**src/ces_regs.vh**
```
// Register offsets, field positions, reset values and counts for the error and status block
`ifndef CES_REGS_VH
`define CES_REGS_VH

// ****************************************************************
// Register offsets (byte addresses on the register port)
// ****************************************************************
`define CES_OFF_RESET_REGISTER 8'h00
`define CES_OFF_MODE_SELECT 8'h04
`define CES_OFF_ERROR_COUNTERS 8'h10
`define CES_OFF_ERROR_TYPE_FLAGS 8'h14
`define CES_OFF_CORE_STATUS 8'h18
`define CES_OFF_FILTER_CONTROL 8'h60

// ****************************************************************
// Field positions
// ****************************************************************
`define CES_SOFT_RESET_BIT 0
`define CES_CORE_ENABLE_BIT 1
`define CES_SEL_SLEEP 0
`define CES_SEL_LOOPBACK 1
`define CES_EC_RX_HI 15
`define CES_EC_RX_LO 8
`define CES_EC_TX_HI 7
`define CES_EC_TX_LO 0
`define CES_EF_ACK 4
`define CES_EF_BIT 3
`define CES_EF_STUFF 2
`define CES_EF_FORM 1
`define CES_EF_CRC 0
`define CES_EF_WIDTH 5
`define CES_ST_FILTER_BUSY 11
`define CES_ST_TX_FIFO_FULL 10
`define CES_ST_HP_BUFFER_FULL 9
`define CES_ST_FAULT_HI 8
`define CES_ST_FAULT_LO 7
`define CES_ST_ERROR_WARNING 6
`define CES_ST_BUS_BUSY 5
`define CES_ST_BUS_IDLE 4
`define CES_ST_NORMAL 3
`define CES_ST_SLEEP 2
`define CES_ST_LOOPBACK 1
`define CES_ST_CONFIG 0

// ****************************************************************
// Encodings and reset values
// ****************************************************************
`define CES_FAULT_CONFIG 2'b00
`define CES_FAULT_ACTIVE 2'b01
`define CES_FAULT_PASSIVE 2'b11
`define CES_FAULT_BUS_OFF 2'b10
`define CES_CONFIG_RESET 1'b1

// ****************************************************************
// Counts and thresholds
// ****************************************************************
`define CES_RECESSIVE_RUN 4'd11
`define CES_RECOVERY_RUNS 8'd128
`define CES_WARN_LEVEL 9'd96
`define CES_PASSIVE_LEVEL 9'd127
`define CES_BUS_OFF_LEVEL 9'd255
`define CES_RX_CEILING 9'd255
`define CES_RX_PASSIVE_RETURN 9'd119
`define CES_ERR_STEP_MAJOR 9'd8

`endif

```
**src/ces_recessive_run.v**
```verilog
// Detector of runs of consecutive recessive bits on the bus receive pin
`include "ces_regs.vh"

module ces_recessive_run (
	input wire clk_i,
	input wire rst_n_i,
	input wire can_rx_i,
	input wire bit_tick_i,
	input wire restart_i,
	output reg run_done_o
);

	reg rx_meta;
	reg rx_sync;
	reg [3:0] run_count;

	// ****************************************************************
	// Pin synchroniser
	// ****************************************************************
	always @(posedge clk_i or negedge rst_n_i) begin
		if (!rst_n_i) begin
			rx_meta <= 1'b1;
			rx_sync <= 1'b1;
		end else begin
			rx_meta <= can_rx_i;
			rx_sync <= rx_meta;
		end
	end

	// ****************************************************************
	// Run counter
	// ****************************************************************
	// Count restarts after each run so back to back runs are all seen
	always @(posedge clk_i or negedge rst_n_i) begin
		if (!rst_n_i) begin
			run_count <= 4'h0;
			run_done_o <= 1'b0;
		end else begin
			run_done_o <= 1'b0;
			if (restart_i) begin
				run_count <= 4'h0;
			end else if (bit_tick_i) begin
				if (!rx_sync) begin
					run_count <= 4'h0;
				end else if (run_count == `CES_RECESSIVE_RUN - 4'd1) begin
					run_count <= 4'h0;
					run_done_o <= 1'b1;
				end else begin
					run_count <= run_count + 4'd1;
				end
			end
		end
	end

endmodule // ces_recessive_run

```
**src/ces_status_core.v**
```verilog
// Error counters, error type flags, core status word and their register port
`include "ces_regs.vh"

module ces_status_core #(
	parameter NUM_FILTERS = 4
) (
	input wire clk_i,
	input wire rst_n_i,
	input wire reg_wr_i,
	input wire reg_rd_i,
	input wire [7:0] reg_addr_i,
	input wire [31:0] reg_wdata_i,
	output reg [31:0] reg_rdata_o,
	input wire can_rx_i,
	input wire bit_tick_i,
	input wire frame_active_i,
	input wire tx_err_i,
	input wire rx_err_i,
	input wire rx_err_major_i,
	input wire tx_ok_i,
	input wire rx_ok_i,
	input wire ack_err_i,
	input wire bit_err_i,
	input wire stuff_err_i,
	input wire form_err_i,
	input wire crc_err_i,
	input wire tx_fifo_full_i,
	input wire hp_buffer_full_i,
	input wire filter_done_i,
	output reg core_enable_o,
	output reg loopback_o,
	output reg sleep_o,
	output reg bus_off_o,
	output reg filter_locked_o
);

	localparam FW = (NUM_FILTERS > 0) ? NUM_FILTERS : 1;
	localparam MODE_CFG = 2'b00;
	localparam MODE_SYNC = 2'b01;
	localparam MODE_RUN = 2'b10;

	reg sel_sleep;
	reg sel_loopback;
	reg [FW-1:0] filter_use;
	reg [1:0] mode_state;
	reg [1:0] next_mode_state;
	reg [1:0] fault;
	reg [1:0] next_fault;
	reg [8:0] tx_error_count;
	reg [8:0] next_tx_error_count;
	reg [7:0] rx_error_count;
	reg [7:0] next_rx_error_count;
	reg [7:0] runs;
	reg [7:0] next_runs;
	reg [8:0] t_step;
	reg [8:0] r_step;
	wire [`CES_EF_WIDTH-1:0] err_flags;
	reg mode_normal;
	reg mode_sleep;
	reg mode_loopback;
	reg config_ind;
	reg error_warning;
	reg bus_busy;
	reg bus_idle;
	reg tx_fifo_full;
	reg hp_buffer_full;
	reg filter_busy;
	reg [31:0] next_rdata;
	wire reset_reg_wr;
	wire soft_reset;
	wire disable_wr;
	wire enable_wr;
	wire sel_wr;
	wire flag_wr;
	wire filter_wr;
	wire run_done;
	wire [FW-1:0] filter_valid;
	wire [`CES_EF_WIDTH-1:0] err_evt;

	// ****************************************************************
	// Register write decode
	// ****************************************************************
	assign reset_reg_wr = reg_wr_i && (reg_addr_i == `CES_OFF_RESET_REGISTER);
	assign soft_reset = reset_reg_wr && reg_wdata_i[`CES_SOFT_RESET_BIT];
	assign disable_wr = reset_reg_wr && !reg_wdata_i[`CES_CORE_ENABLE_BIT];
	assign enable_wr = reset_reg_wr && !soft_reset && reg_wdata_i[`CES_CORE_ENABLE_BIT];
	assign sel_wr = reg_wr_i && (reg_addr_i == `CES_OFF_MODE_SELECT);
	assign flag_wr = reg_wr_i && (reg_addr_i == `CES_OFF_ERROR_TYPE_FLAGS);
	assign filter_wr = reg_wr_i && (reg_addr_i == `CES_OFF_FILTER_CONTROL) && (NUM_FILTERS > 0);

	// ****************************************************************
	// Recessive run detector
	// ****************************************************************
	ces_recessive_run u_run (
		.clk_i(clk_i),
		.rst_n_i(rst_n_i),
		.can_rx_i(can_rx_i),
		.bit_tick_i(bit_tick_i),
		.restart_i(reset_reg_wr),
		.run_done_o(run_done)
	);

	// ****************************************************************
	// Configuration registers
	// ****************************************************************
	// Soft reset clears config
	always @(posedge clk_i or negedge rst_n_i) begin
		if (!rst_n_i) begin
			core_enable_o <= 1'b0;
			sel_sleep <= 1'b0;
			sel_loopback <= 1'b0;
		end else if (soft_reset) begin
			core_enable_o <= 1'b0;
			sel_sleep <= 1'b0;
			sel_loopback <= 1'b0;
		end else begin
			if (reset_reg_wr) begin
				core_enable_o <= reg_wdata_i[`CES_CORE_ENABLE_BIT];
			end
			// Mode select only changes while disabled
			if (sel_wr && !core_enable_o) begin
				sel_sleep <= reg_wdata_i[`CES_SEL_SLEEP];
				sel_loopback <= reg_wdata_i[`CES_SEL_LOOPBACK];
			end
		end
	end

	// ****************************************************************
	// Mode sequencer
	// ****************************************************************
	always @* begin
		next_mode_state = mode_state;
		if (soft_reset || disable_wr) begin
			next_mode_state = MODE_CFG;
		end else begin
			case (mode_state)
				MODE_CFG: begin
					if (enable_wr) begin
						next_mode_state = MODE_SYNC;
					end
				end
				MODE_SYNC: begin
					if (run_done) begin
						next_mode_state = MODE_RUN;
					end
				end
				MODE_RUN: begin
					next_mode_state = MODE_RUN;
				end
				default: begin
					next_mode_state = MODE_CFG;
				end
			endcase
		end
	end

	always @(posedge clk_i or negedge rst_n_i) begin
		if (!rst_n_i) begin
			mode_state <= MODE_CFG;
			config_ind <= `CES_CONFIG_RESET;
			mode_normal <= 1'b0;
			mode_sleep <= 1'b0;
			mode_loopback <= 1'b0;
			loopback_o <= 1'b0;
			sleep_o <= 1'b0;
		end else begin
			mode_state <= next_mode_state;
			config_ind <= (next_mode_state != MODE_RUN);
			mode_loopback <= (next_mode_state == MODE_RUN) && sel_loopback;
			mode_sleep <= (next_mode_state == MODE_RUN) && !sel_loopback && sel_sleep;
			mode_normal <= (next_mode_state == MODE_RUN) && !sel_loopback && !sel_sleep;
			loopback_o <= (next_mode_state == MODE_RUN) && sel_loopback;
			sleep_o <= (next_mode_state == MODE_RUN) && !sel_loopback && sel_sleep;
		end
	end

	// ****************************************************************
	// Fault confinement and error counters
	// ****************************************************************
	// Standard increment and decrement
	always @* begin
		t_step = tx_error_count;
		r_step = {1'b0, rx_error_count};
		if (tx_err_i) begin
			t_step = tx_error_count + `CES_ERR_STEP_MAJOR;
		end else if (tx_ok_i && (tx_error_count != 9'd0)) begin
			t_step = tx_error_count - 9'd1;
		end
		if (rx_err_major_i) begin
			r_step = {1'b0, rx_error_count} + `CES_ERR_STEP_MAJOR;
		end else if (rx_err_i) begin
			r_step = {1'b0, rx_error_count} + 9'd1;
		end else if (rx_ok_i) begin
			if ({1'b0, rx_error_count} > `CES_PASSIVE_LEVEL) begin
				r_step = `CES_RX_PASSIVE_RETURN;
			end else if (rx_error_count != 8'd0) begin
				r_step = {1'b0, rx_error_count} - 9'd1;
			end
		end
		// Receive count saturates rather than wrapping
		if (r_step > `CES_RX_CEILING) begin
			r_step = `CES_RX_CEILING;
		end
	end

	always @* begin
		next_tx_error_count = tx_error_count;
		next_rx_error_count = rx_error_count;
		next_runs = runs;
		next_fault = fault;
		if (soft_reset || disable_wr) begin
			next_tx_error_count = 9'd0;
			next_rx_error_count = 8'd0;
			next_runs = 8'd0;
			next_fault = `CES_FAULT_CONFIG;
		end else begin
			case (fault)
				`CES_FAULT_CONFIG: begin
					if (next_mode_state == MODE_RUN) begin
						next_fault = `CES_FAULT_ACTIVE;
					end
				end
				`CES_FAULT_ACTIVE, `CES_FAULT_PASSIVE: begin
					next_tx_error_count = t_step;
					next_rx_error_count = r_step[7:0];
					if (t_step > `CES_BUS_OFF_LEVEL) begin
						next_fault = `CES_FAULT_BUS_OFF;
						next_tx_error_count = 9'd0;
						next_rx_error_count = 8'd0;
						next_runs = 8'd0;
					end else if ((t_step > `CES_PASSIVE_LEVEL) || (r_step > `CES_PASSIVE_LEVEL)) begin
						next_fault = `CES_FAULT_PASSIVE;
					end else begin
						next_fault = `CES_FAULT_ACTIVE;
					end
				end
				`CES_FAULT_BUS_OFF: begin
					if (run_done) begin
						if (runs == `CES_RECOVERY_RUNS - 8'd1) begin
							next_fault = `CES_FAULT_ACTIVE;
							next_tx_error_count = 9'd0;
							next_rx_error_count = 8'd0;
							next_runs = 8'd0;
						end else begin
							next_runs = runs + 8'd1;
							next_rx_error_count = rx_error_count + 8'd1;
						end
					end
				end
				default: begin
					next_fault = `CES_FAULT_CONFIG;
				end
			endcase
		end
	end

	always @(posedge clk_i or negedge rst_n_i) begin
		if (!rst_n_i) begin
			tx_error_count <= 9'd0;
			rx_error_count <= 8'd0;
			runs <= 8'd0;
			fault <= `CES_FAULT_CONFIG;
			bus_off_o <= 1'b0;
			error_warning <= 1'b0;
		end else begin
			tx_error_count <= next_tx_error_count;
			rx_error_count <= next_rx_error_count;
			runs <= next_runs;
			fault <= next_fault;
			bus_off_o <= (next_fault == `CES_FAULT_BUS_OFF);
			error_warning <= (next_tx_error_count >= `CES_WARN_LEVEL) ||
				({1'b0, next_rx_error_count} >= `CES_WARN_LEVEL);
		end
	end

	// ****************************************************************
	// Error type flags
	// ****************************************************************
	// Delimiter fault masks CRC
	assign err_evt[`CES_EF_ACK] = ack_err_i;
	assign err_evt[`CES_EF_BIT] = bit_err_i;
	assign err_evt[`CES_EF_STUFF] = stuff_err_i;
	assign err_evt[`CES_EF_FORM] = form_err_i;
	assign err_evt[`CES_EF_CRC] = crc_err_i && !form_err_i;

	genvar gi;
	generate
		for (gi = 0; gi < `CES_EF_WIDTH; gi = gi + 1) begin : g_flag
			// Own flop per flag keeps one driver per signal
			reg flag_bit;
			assign err_flags[gi] = flag_bit;
			always @(posedge clk_i or negedge rst_n_i) begin
				if (!rst_n_i) begin
					flag_bit <= 1'b0;
				end else if (soft_reset || disable_wr) begin
					flag_bit <= 1'b0;
				end else if (err_evt[gi]) begin
					flag_bit <= 1'b1;
				end else if (flag_wr && reg_wdata_i[gi]) begin
					flag_bit <= 1'b0;
				end
			end
		end
	endgenerate

	// ****************************************************************
	// Acceptance filter control and busy
	// ****************************************************************
	assign filter_valid = (NUM_FILTERS > 0) ? {FW{1'b1}} : {FW{1'b0}};

	always @(posedge clk_i or negedge rst_n_i) begin
		if (!rst_n_i) begin
			filter_use <= {FW{1'b0}};
			filter_busy <= 1'b0;
			filter_locked_o <= 1'b0;
		end else if (soft_reset) begin
			filter_use <= {FW{1'b0}};
			filter_busy <= 1'b0;
			filter_locked_o <= 1'b0;
		end else begin
			if (filter_wr) begin
				filter_use <= reg_wdata_i[FW-1:0] & filter_valid;
			end
			if (filter_wr && ((~reg_wdata_i[FW-1:0] & filter_valid) != {FW{1'b0}})) begin
				filter_busy <= 1'b1;
				filter_locked_o <= 1'b1;
			end else if (filter_done_i) begin
				filter_busy <= 1'b0;
				filter_locked_o <= 1'b0;
			end
		end
	end

	// ****************************************************************
	// Status capture
	// ****************************************************************
	always @(posedge clk_i or negedge rst_n_i) begin
		if (!rst_n_i) begin
			bus_busy <= 1'b0;
			bus_idle <= 1'b0;
			tx_fifo_full <= 1'b0;
			hp_buffer_full <= 1'b0;
		end else begin
			bus_busy <= (next_mode_state == MODE_RUN) && frame_active_i;
			bus_idle <= (next_mode_state == MODE_RUN) && !frame_active_i;
			tx_fifo_full <= tx_fifo_full_i;
			hp_buffer_full <= hp_buffer_full_i;
		end
	end

	// ****************************************************************
	// Register read
	// ****************************************************************
	always @* begin
		next_rdata = 32'h0000_0000;
		case (reg_addr_i)
			`CES_OFF_RESET_REGISTER: begin
				next_rdata[`CES_CORE_ENABLE_BIT] = core_enable_o;
			end
			`CES_OFF_MODE_SELECT: begin
				next_rdata[`CES_SEL_SLEEP] = sel_sleep;
				next_rdata[`CES_SEL_LOOPBACK] = sel_loopback;
			end
			`CES_OFF_ERROR_COUNTERS: begin
				next_rdata[`CES_EC_RX_HI:`CES_EC_RX_LO] = rx_error_count;
				next_rdata[`CES_EC_TX_HI:`CES_EC_TX_LO] = tx_error_count[7:0];
			end
			`CES_OFF_ERROR_TYPE_FLAGS: begin
				next_rdata[`CES_EF_WIDTH-1:0] = err_flags;
			end
			`CES_OFF_CORE_STATUS: begin
				next_rdata[`CES_ST_FILTER_BUSY] = filter_busy && (NUM_FILTERS > 0);
				next_rdata[`CES_ST_TX_FIFO_FULL] = tx_fifo_full;
				next_rdata[`CES_ST_HP_BUFFER_FULL] = hp_buffer_full;
				next_rdata[`CES_ST_FAULT_HI:`CES_ST_FAULT_LO] = config_ind ? `CES_FAULT_CONFIG : fault;
				next_rdata[`CES_ST_ERROR_WARNING] = error_warning;
				next_rdata[`CES_ST_BUS_BUSY] = bus_busy;
				next_rdata[`CES_ST_BUS_IDLE] = bus_idle;
				next_rdata[`CES_ST_NORMAL] = mode_normal;
				next_rdata[`CES_ST_SLEEP] = mode_sleep;
				next_rdata[`CES_ST_LOOPBACK] = mode_loopback;
				next_rdata[`CES_ST_CONFIG] = config_ind;
			end
			`CES_OFF_FILTER_CONTROL: begin
				next_rdata[FW-1:0] = filter_use;
			end
			default: begin
				next_rdata = 32'h0000_0000;
			end
		endcase
	end

	// Counter register has no write path
	always @(posedge clk_i or negedge rst_n_i) begin
		if (!rst_n_i) begin
			reg_rdata_o <= 32'h0000_0000;
		end else if (reg_rd_i) begin
			reg_rdata_o <= next_rdata;
		end
	end

endmodule // ces_status_core

```
**config.mk**
```make
export PLATFORM = sky130hd
export DESIGN_NAME = ces_status_core
export DESIGN_NICKNAME = d
export VERILOG_FILES = /design/src/ces_recessive_run.v /design/src/ces_status_core.v
export VERILOG_INCLUDE_DIRS = /design/src
export SDC_FILE = /design/constraint.sdc
export NUM_CORES = 1
export LEC_CHECK = 0
export BUFFER_PORTS_ARGS = -buffer_cell sky130_fd_sc_hd__buf_2
export CAP_MARGIN = 5
export CORE_ASPECT_RATIO = 0.75
export CORE_UTILIZATION = 40
export DETAILED_ROUTE_END_ITERATION = 8
export GPL_TIMING_DRIVEN = 0
export SLEW_MARGIN = 20
export SYNTH_ARGS = -nofsm -noshare
export SYNTH_HDL_FRONTEND = slang
export SYNTH_SLANG_ARGS = --single-unit
export TNS_END_PERCENT = 100
```
**constraint.sdc**
```tcl
create_clock -name clk_i -period 2.6 [get_ports clk_i]
set_input_delay 0.26 -clock clk_i [delete_from_list [all_inputs] [get_ports clk_i]]
set_output_delay 0.26 -clock clk_i [all_outputs]
set_load 0.05 [all_outputs]
```
======== Word level (Yosys, flattened, before mapping) ========
Cells that the tools add are included.
Widths: inputs -> output; s select.
cells by class
  $lt $le $gt $ge ......................... 7
  reduce and logical (&&, ||, !) cells .... 52
  muxes and demuxes ....................... 75
  bitwise gates (word level) .............. 1
  $add $sub $neg .......................... 8
  equal/unequal tests ..................... 17
operators with widths
  kind                 count
  $mux 9               12
  $mux 8               8
  $pmux 8 s2           2
  $mux 1               28
  $mux 4               7
  $eq 8x5->1 const B   3
  $logic_and 1x1->1    23
  $reduce_bool 3->1    7
  $mux 2               10
  $gt 9x7->1 const B   2
  $gt 9x8->1 const B   2
  $pmux 9 s2           1
  $add 8x1->8 const B  2
  $eq 8x7->1 const B   2
  $pmux 7 s2           1
  $pmux 2 s3           2
  $eq 2x2->1 const B   5
  $add 8x1->9 const B  1
  $add 8x4->9 const B  1
  $add 9x4->9 const B  1
  $ge 9x7->1 const B   1
  $reduce_bool 9->1    1
  $sub 8x1->9 const B  1
  $sub 9x1->9 const B  1
  23 further kinds     36
storage, ports and cells
  input port bits ......................... 60
  register bits after elaboration ......... 75
  word-level logic and storage cells ...... 190

======== Logic depth before layout (Yosys ltp) ========
  depth after elaboration ................. 15
  gate-level depth with buffers ........... 10
  depth with buffers taken out ............ 9

======== Cells and area by module ========
Synthesis repeated with hierarchy kept, for this count alone.
second synthesis, totals
  cell total of the unflattened synthesis .. 543
  area, all modules ....................... 4642.0 µm²
modules (own cells, without submodules)
  module             instances  cells each  area each (µm²)  sequential area each (µm²)
  ces_status_core    1          514         4317.9           1702.9
  ces_recessive_run  1          29          324.1            177.7

======== Worst setup path after synthesis ========
Ideal clock, no wire load.
  path kind ............................... reg-to-reg
  start point ............................. register rx_error_count[0]
  end point ............................... register rx_error_count[2]
  stages on the path, launching flop included .. 11
  setup time .............................. 0.151 ns
  arrival time ............................ 2.236 ns
  period minus slack after synthesis ...... 2.387 ns
  setup slack ............................. 0.213 ns
  data required time ...................... 2.449 ns
  cells stage by stage .................... dfrtp_1 -> clkbuf_1 -> inv_1 -> ha_1 -> or4b_4 -> nand3b_4 -> a31o_1 -> a221oi_1 -> nor3_1 -> o21ai_1 -> a221oi_1
between the ends
  cells in the longest elaborated chain, start to end .. 11
  elaborated cells between the ends (all ways) .. 18
  those cells by class .................... add/sub (4); order compare (2); mux (11); reduce/logical (1)
RTL lines
  element                                                  RTL line                                      text
  from (decl)                                              ces_status_core.v:51                          reg [7:0] rx_error_count;
  from (signal assigned)                                   ces_status_core.v:267                         rx_error_count <= next_rx_error_count;
  $sub 8x1->9 / $reduce_bool 8->1 (equally long branches)  ces_status_core.v:197, ces_status_core.v:196
  $mux 9                                                   ces_status_core.v:196                         end else if (rx_error_count != 8'd0) begin
  $mux 9                                                   ces_status_core.v:194                         if ({1'b0, rx_error_count} > `CES_PASSIVE_LEVEL) begin
  $mux 9                                                   ces_status_core.v:193                         end else if (rx_ok_i) begin
  $mux 9                                                   ces_status_core.v:191                         end else if (rx_err_i) begin
  $mux 9                                                   ces_status_core.v:189                         if (rx_err_major_i) begin
  $gt 9x8->1 (no source line)                              --
  $mux 9                                                   ces_status_core.v:201                         if (r_step > `CES_RX_CEILING) begin
  $mux 8                                                   ces_status_core.v:226                         if (t_step > `CES_BUS_OFF_LEVEL) begin
  $pmux 8 s2 (*)                                           ces_status_core.v:217                         case (fault)
  $mux 8 (*)                                               ces_status_core.v:211                         if (soft_reset || disable_wr) begin
  net next_rx_error_count[2]                               ces_status_core.v:52                          reg [7:0] next_rx_error_count;
Mark *: on every way through the listed nets, which the timed path passes. The rest lies on a longest branch.
A chain may end at the register's enable or synchronous reset.

======== Worst setup path in the final report ========
Ends and elaborated chain as after synthesis.

==> impl_metrics.ini <==
[status]
status = finished, final reports clean

[pwr]
power.total_mw = 5.026
p_sw_share_pct = 40.26
p_sw_mw = 2.024
combPwrFrac_pct = 42.7
power_density_mw_per_mm2 = 892.8
internal_power_mw = 3.002
p_seq_share_pct = 32.6
irDropWorstVdd_mv = 0.4220
p_leak_nw = 2.541
clock_power_share_pct = 24.7

[synth]
synthTopCellsByArea = dfrtp_1 38%, a21oi_1 5.2%, nor2_1 4.8%
synth_edf_count = 0
ys_seq_area_share_pct = 40.18
async_flop_share_pct = 100.0
synthDistinctLibCells = 74
synth_top_area_share_pct = 38.49
synth_warnings = 0
synthFlopType = dfrtp_1
synth_mux_area_share_pct = 2.192
synthesis.area_sq_mm = 0.004681
synth_top_family_by_area = simple AND/OR/NAND/NOR gates
synth_xor_area_share_pct = 1.310
synth-compound-area-share_pct = 22.13
synth_seq_cells = 75
syn_inst = 545
syn_area_per_cell_sq_um = 8.589
synthSimpleGateAreaFrac_pct = 23.10
synthAdderAreaFrac_pct = 2.940
synth_top_cell_by_area = dfrtp_1

[final_layout]
areaGrowthSynthToFinish_pct = 20.26
diodes = 0
layout_commonest_cell = dfrtp_1
nets = 701
drive_gt1_share_pct = 20.79
final_cell_mix = 72 x dfrtp_1, 60 x nor2_1, 58 x buf_2
final_cell_area_sq_mm = 0.005629

[floorplan]
std_cell_rows = 33
dieArea_sq_mm = 0.01214
die_w_um = 126.9
fp.coreArea_sq_mm = 0.01115
start_util_pct = 41.99
die_h_um = 95.68
io_pins = 97

[clock_network]
worst_skew_pair.late_latency_ps = 340
root_buffer = clkbuf_16
tritoncts = yes
clock-sinks = 75
htree_levels = 3
numCtsBuffers = 9
clockBufferDepth = 2
clkTransAtPathRegs_ps = 60

[route]
ant_nets = 0
vias = 4397
drt-vias-per-instance = 5.674
drtIter0Drc = 335
first_pass_iters = 5
drt-total-wl_um = 12810
drc = 0
routedWlPerCell_um = 16.53

[setup_path]
path_max_fanout = 5
start_kind = register
cp_num_buf_inv = 2
worstSetupPathType = register to register
slowest_delay_ps = 500
cp_data_arrival_time_ps = 2640
cp_slowest_cell = or4b_4
worst_setup_path_end_kind = register
worst_ep_required_time_ps = 2780
critical_path.top_delay_family = simple AND/OR/NAND/NOR gates
path_cells = buf_8 > inv_4 > ha_4 > or4b_4 > nand3b_4 > a31o_1 > a221oi_2 > nor3_1 > o21ai_1 > a221oi_1

[timing]
finalHoldViolCount = 0
slew_viol_final = 0
setup_violations = 0
min_period_over_period_pct = 94.55
tns_ps = 0
max-slew-margin-rel_pct = 56.99
worst_slew_pin_slew_ps = 642.7
grt_setup_unrepaired = false
fmax_mhz = 406.8
period_needed_ps = 2458
clock_skew_ps = 6.283

[grt]
grt_overflow_total = 0
grt_util_all_layers_pct = 22.22
grt_max_degree = 41
grt_pass1_vias = 3948
antenna_found_initial = 0
grt_pass1_wl_um = 20670

[placement]
postPlaceCellArea_sq_mm = 0.005185
port_buffers = 50
hpwl_um = 9466
place_congestion = 0.8911

[min_path]
hold_class = primary input to register

[flow_run]
maxCapViolCount = 0
## final cells by class
class / count / area [sq um]
fill: 1042 / 5519
multi-input combinational: 408 / 2545
sequential: 75 / 1881
timing repair buffer: 59 / 335.3
buffer: 47 / 277.8
clock buffer: 11 / 242.7
tap: 140 / 175.2
inverter: 30 / 120.1
clock inverter: 5 / 52.55
## power by group through the flow
stage               sequential, mW  clock, mW  combinational (mW)
finish                        1.64       1.24                2.15
global route                  1.67       1.31                2.36
CTS                           1.62       1.26                1.98
detailed placement            1.64          0                1.93
global placement              1.63          0                1.91
floorplan                     1.61          0                1.42
## logic make-up after synthesis
logic type	count (synthesis)
adder cells (fa/ha/maj)	11
buffers and inverters	77
flip-flops	75
AO/OA/AOI/OAI	157
AND/OR/NAND/NOR	207
multiplexers	10
XOR/XNOR	7
other	1
## cell usage after synthesis, types with 4 or more instances
library cell  instances
dfrtp_1              72
nand4b_1              5
mux2i_1               8
nor2_1               60
nand3_1              19
buf_4                20
and3_1                8
clkbuf_1             18
a31oi_1               5
o21ai_1              19
a21oi_1              49
ha_1                 11
a211oi_1              7
nor3_1               11
buf_2                 9
nand2b_1              8
inv_1                28
a22oi_1               9
nor2b_1               7
a221oi_1              8
nand4_1               9
or3_1                 6
o211ai_1              4
xor2_1                4
o31ai_1               8
o21ai_0              14
nand2_1              46
## sequential cells by signal, summed over array words and instances, names as in the netlist, 4 cells and up
register,count
runs,8
rx_error_count,8
tx_error_count,9
reg_rdata_o,16
u_run.run_count,4
filter_use,4
g_flag.flag_bit,5
## what timing repair did
| action | CTS | global route |
|---|---|---|
| hold buffers | 1 | 0 |
| resized for setup | 7 | 13 |
| setup endpoints to repair | 4 | 17 |
| gates cloned | 0 | 0 |
| endpoints found under the hold margin | 38 | 0 |
| setup buffers | 0 | 7 |
| pin swaps | 1 | 6 |
## final timing paths
check	slack, ps	startpoint	depth (start not counted)	to
min reg2reg	350	u_run.rx_meta$_DFF_PN1_	0	u_run.rx_sync$_DFF_PN1_
max reg2reg	140	rx_error_count[0]$_DFF_PN0_	10	rx_error_count[2]$_DFF_PN0_
max in group asynchronous	1500	rst_n_i	3	u_run.rx_meta$_DFF_PN1_
max	140	rx_error_count[0]$_DFF_PN0_	10	rx_error_count[2]$_DFF_PN0_
min in group asynchronous	440	rst_n_i	2	reg_rdata_o[13]$_DFFE_PN0P_
min	20	can_rx_i	1	u_run.rx_meta$_DFF_PN1_
## layer usage
| layer | vias up | global-route usage, % | part of all wire, % |
|---|---|---|---|
| li1 | 2125 | - | - |
| met4 | 0 | 6.548 | 0.88 |
| met5 | - | 0 | 0 |
| met3 | 10 | 5.724 | 5.9 |
| met1 | 2110 | 33.03 | 51 |
| met2 | 152 | 31.27 | 42 |
## worst reg2reg max path: stages (launching register included)
cell and delay (ps):
dfrtp_1 410, buf_8 140, inv_4 60, ha_4 140
or4b_4 500, nand3b_4 210, a31o_1 250, a221oi_2 230
nor3_1 100, o21ai_1 150, a221oi_1 90
## through the flow
| step | hold slack (ps) | instances | util, % | worst slack [ps] |
|---|---|---|---|---|
| floorplan | -35.59 | 560 | - | 213.4 |
| global placement | 346.6 | 750 | 46.31 | -305.4 |
| detailed placement | 269.3 | 751 | 46.51 | -279.5 |
| CTS | 10.45 | 768 | 49.54 | 6.301 |
| global route | 17.72 | 775 | 50.49 | 3.885 |
| finish | 23.79 | 775 | 50.49 | 141.7 |
(Power assumes the default switching activity.)
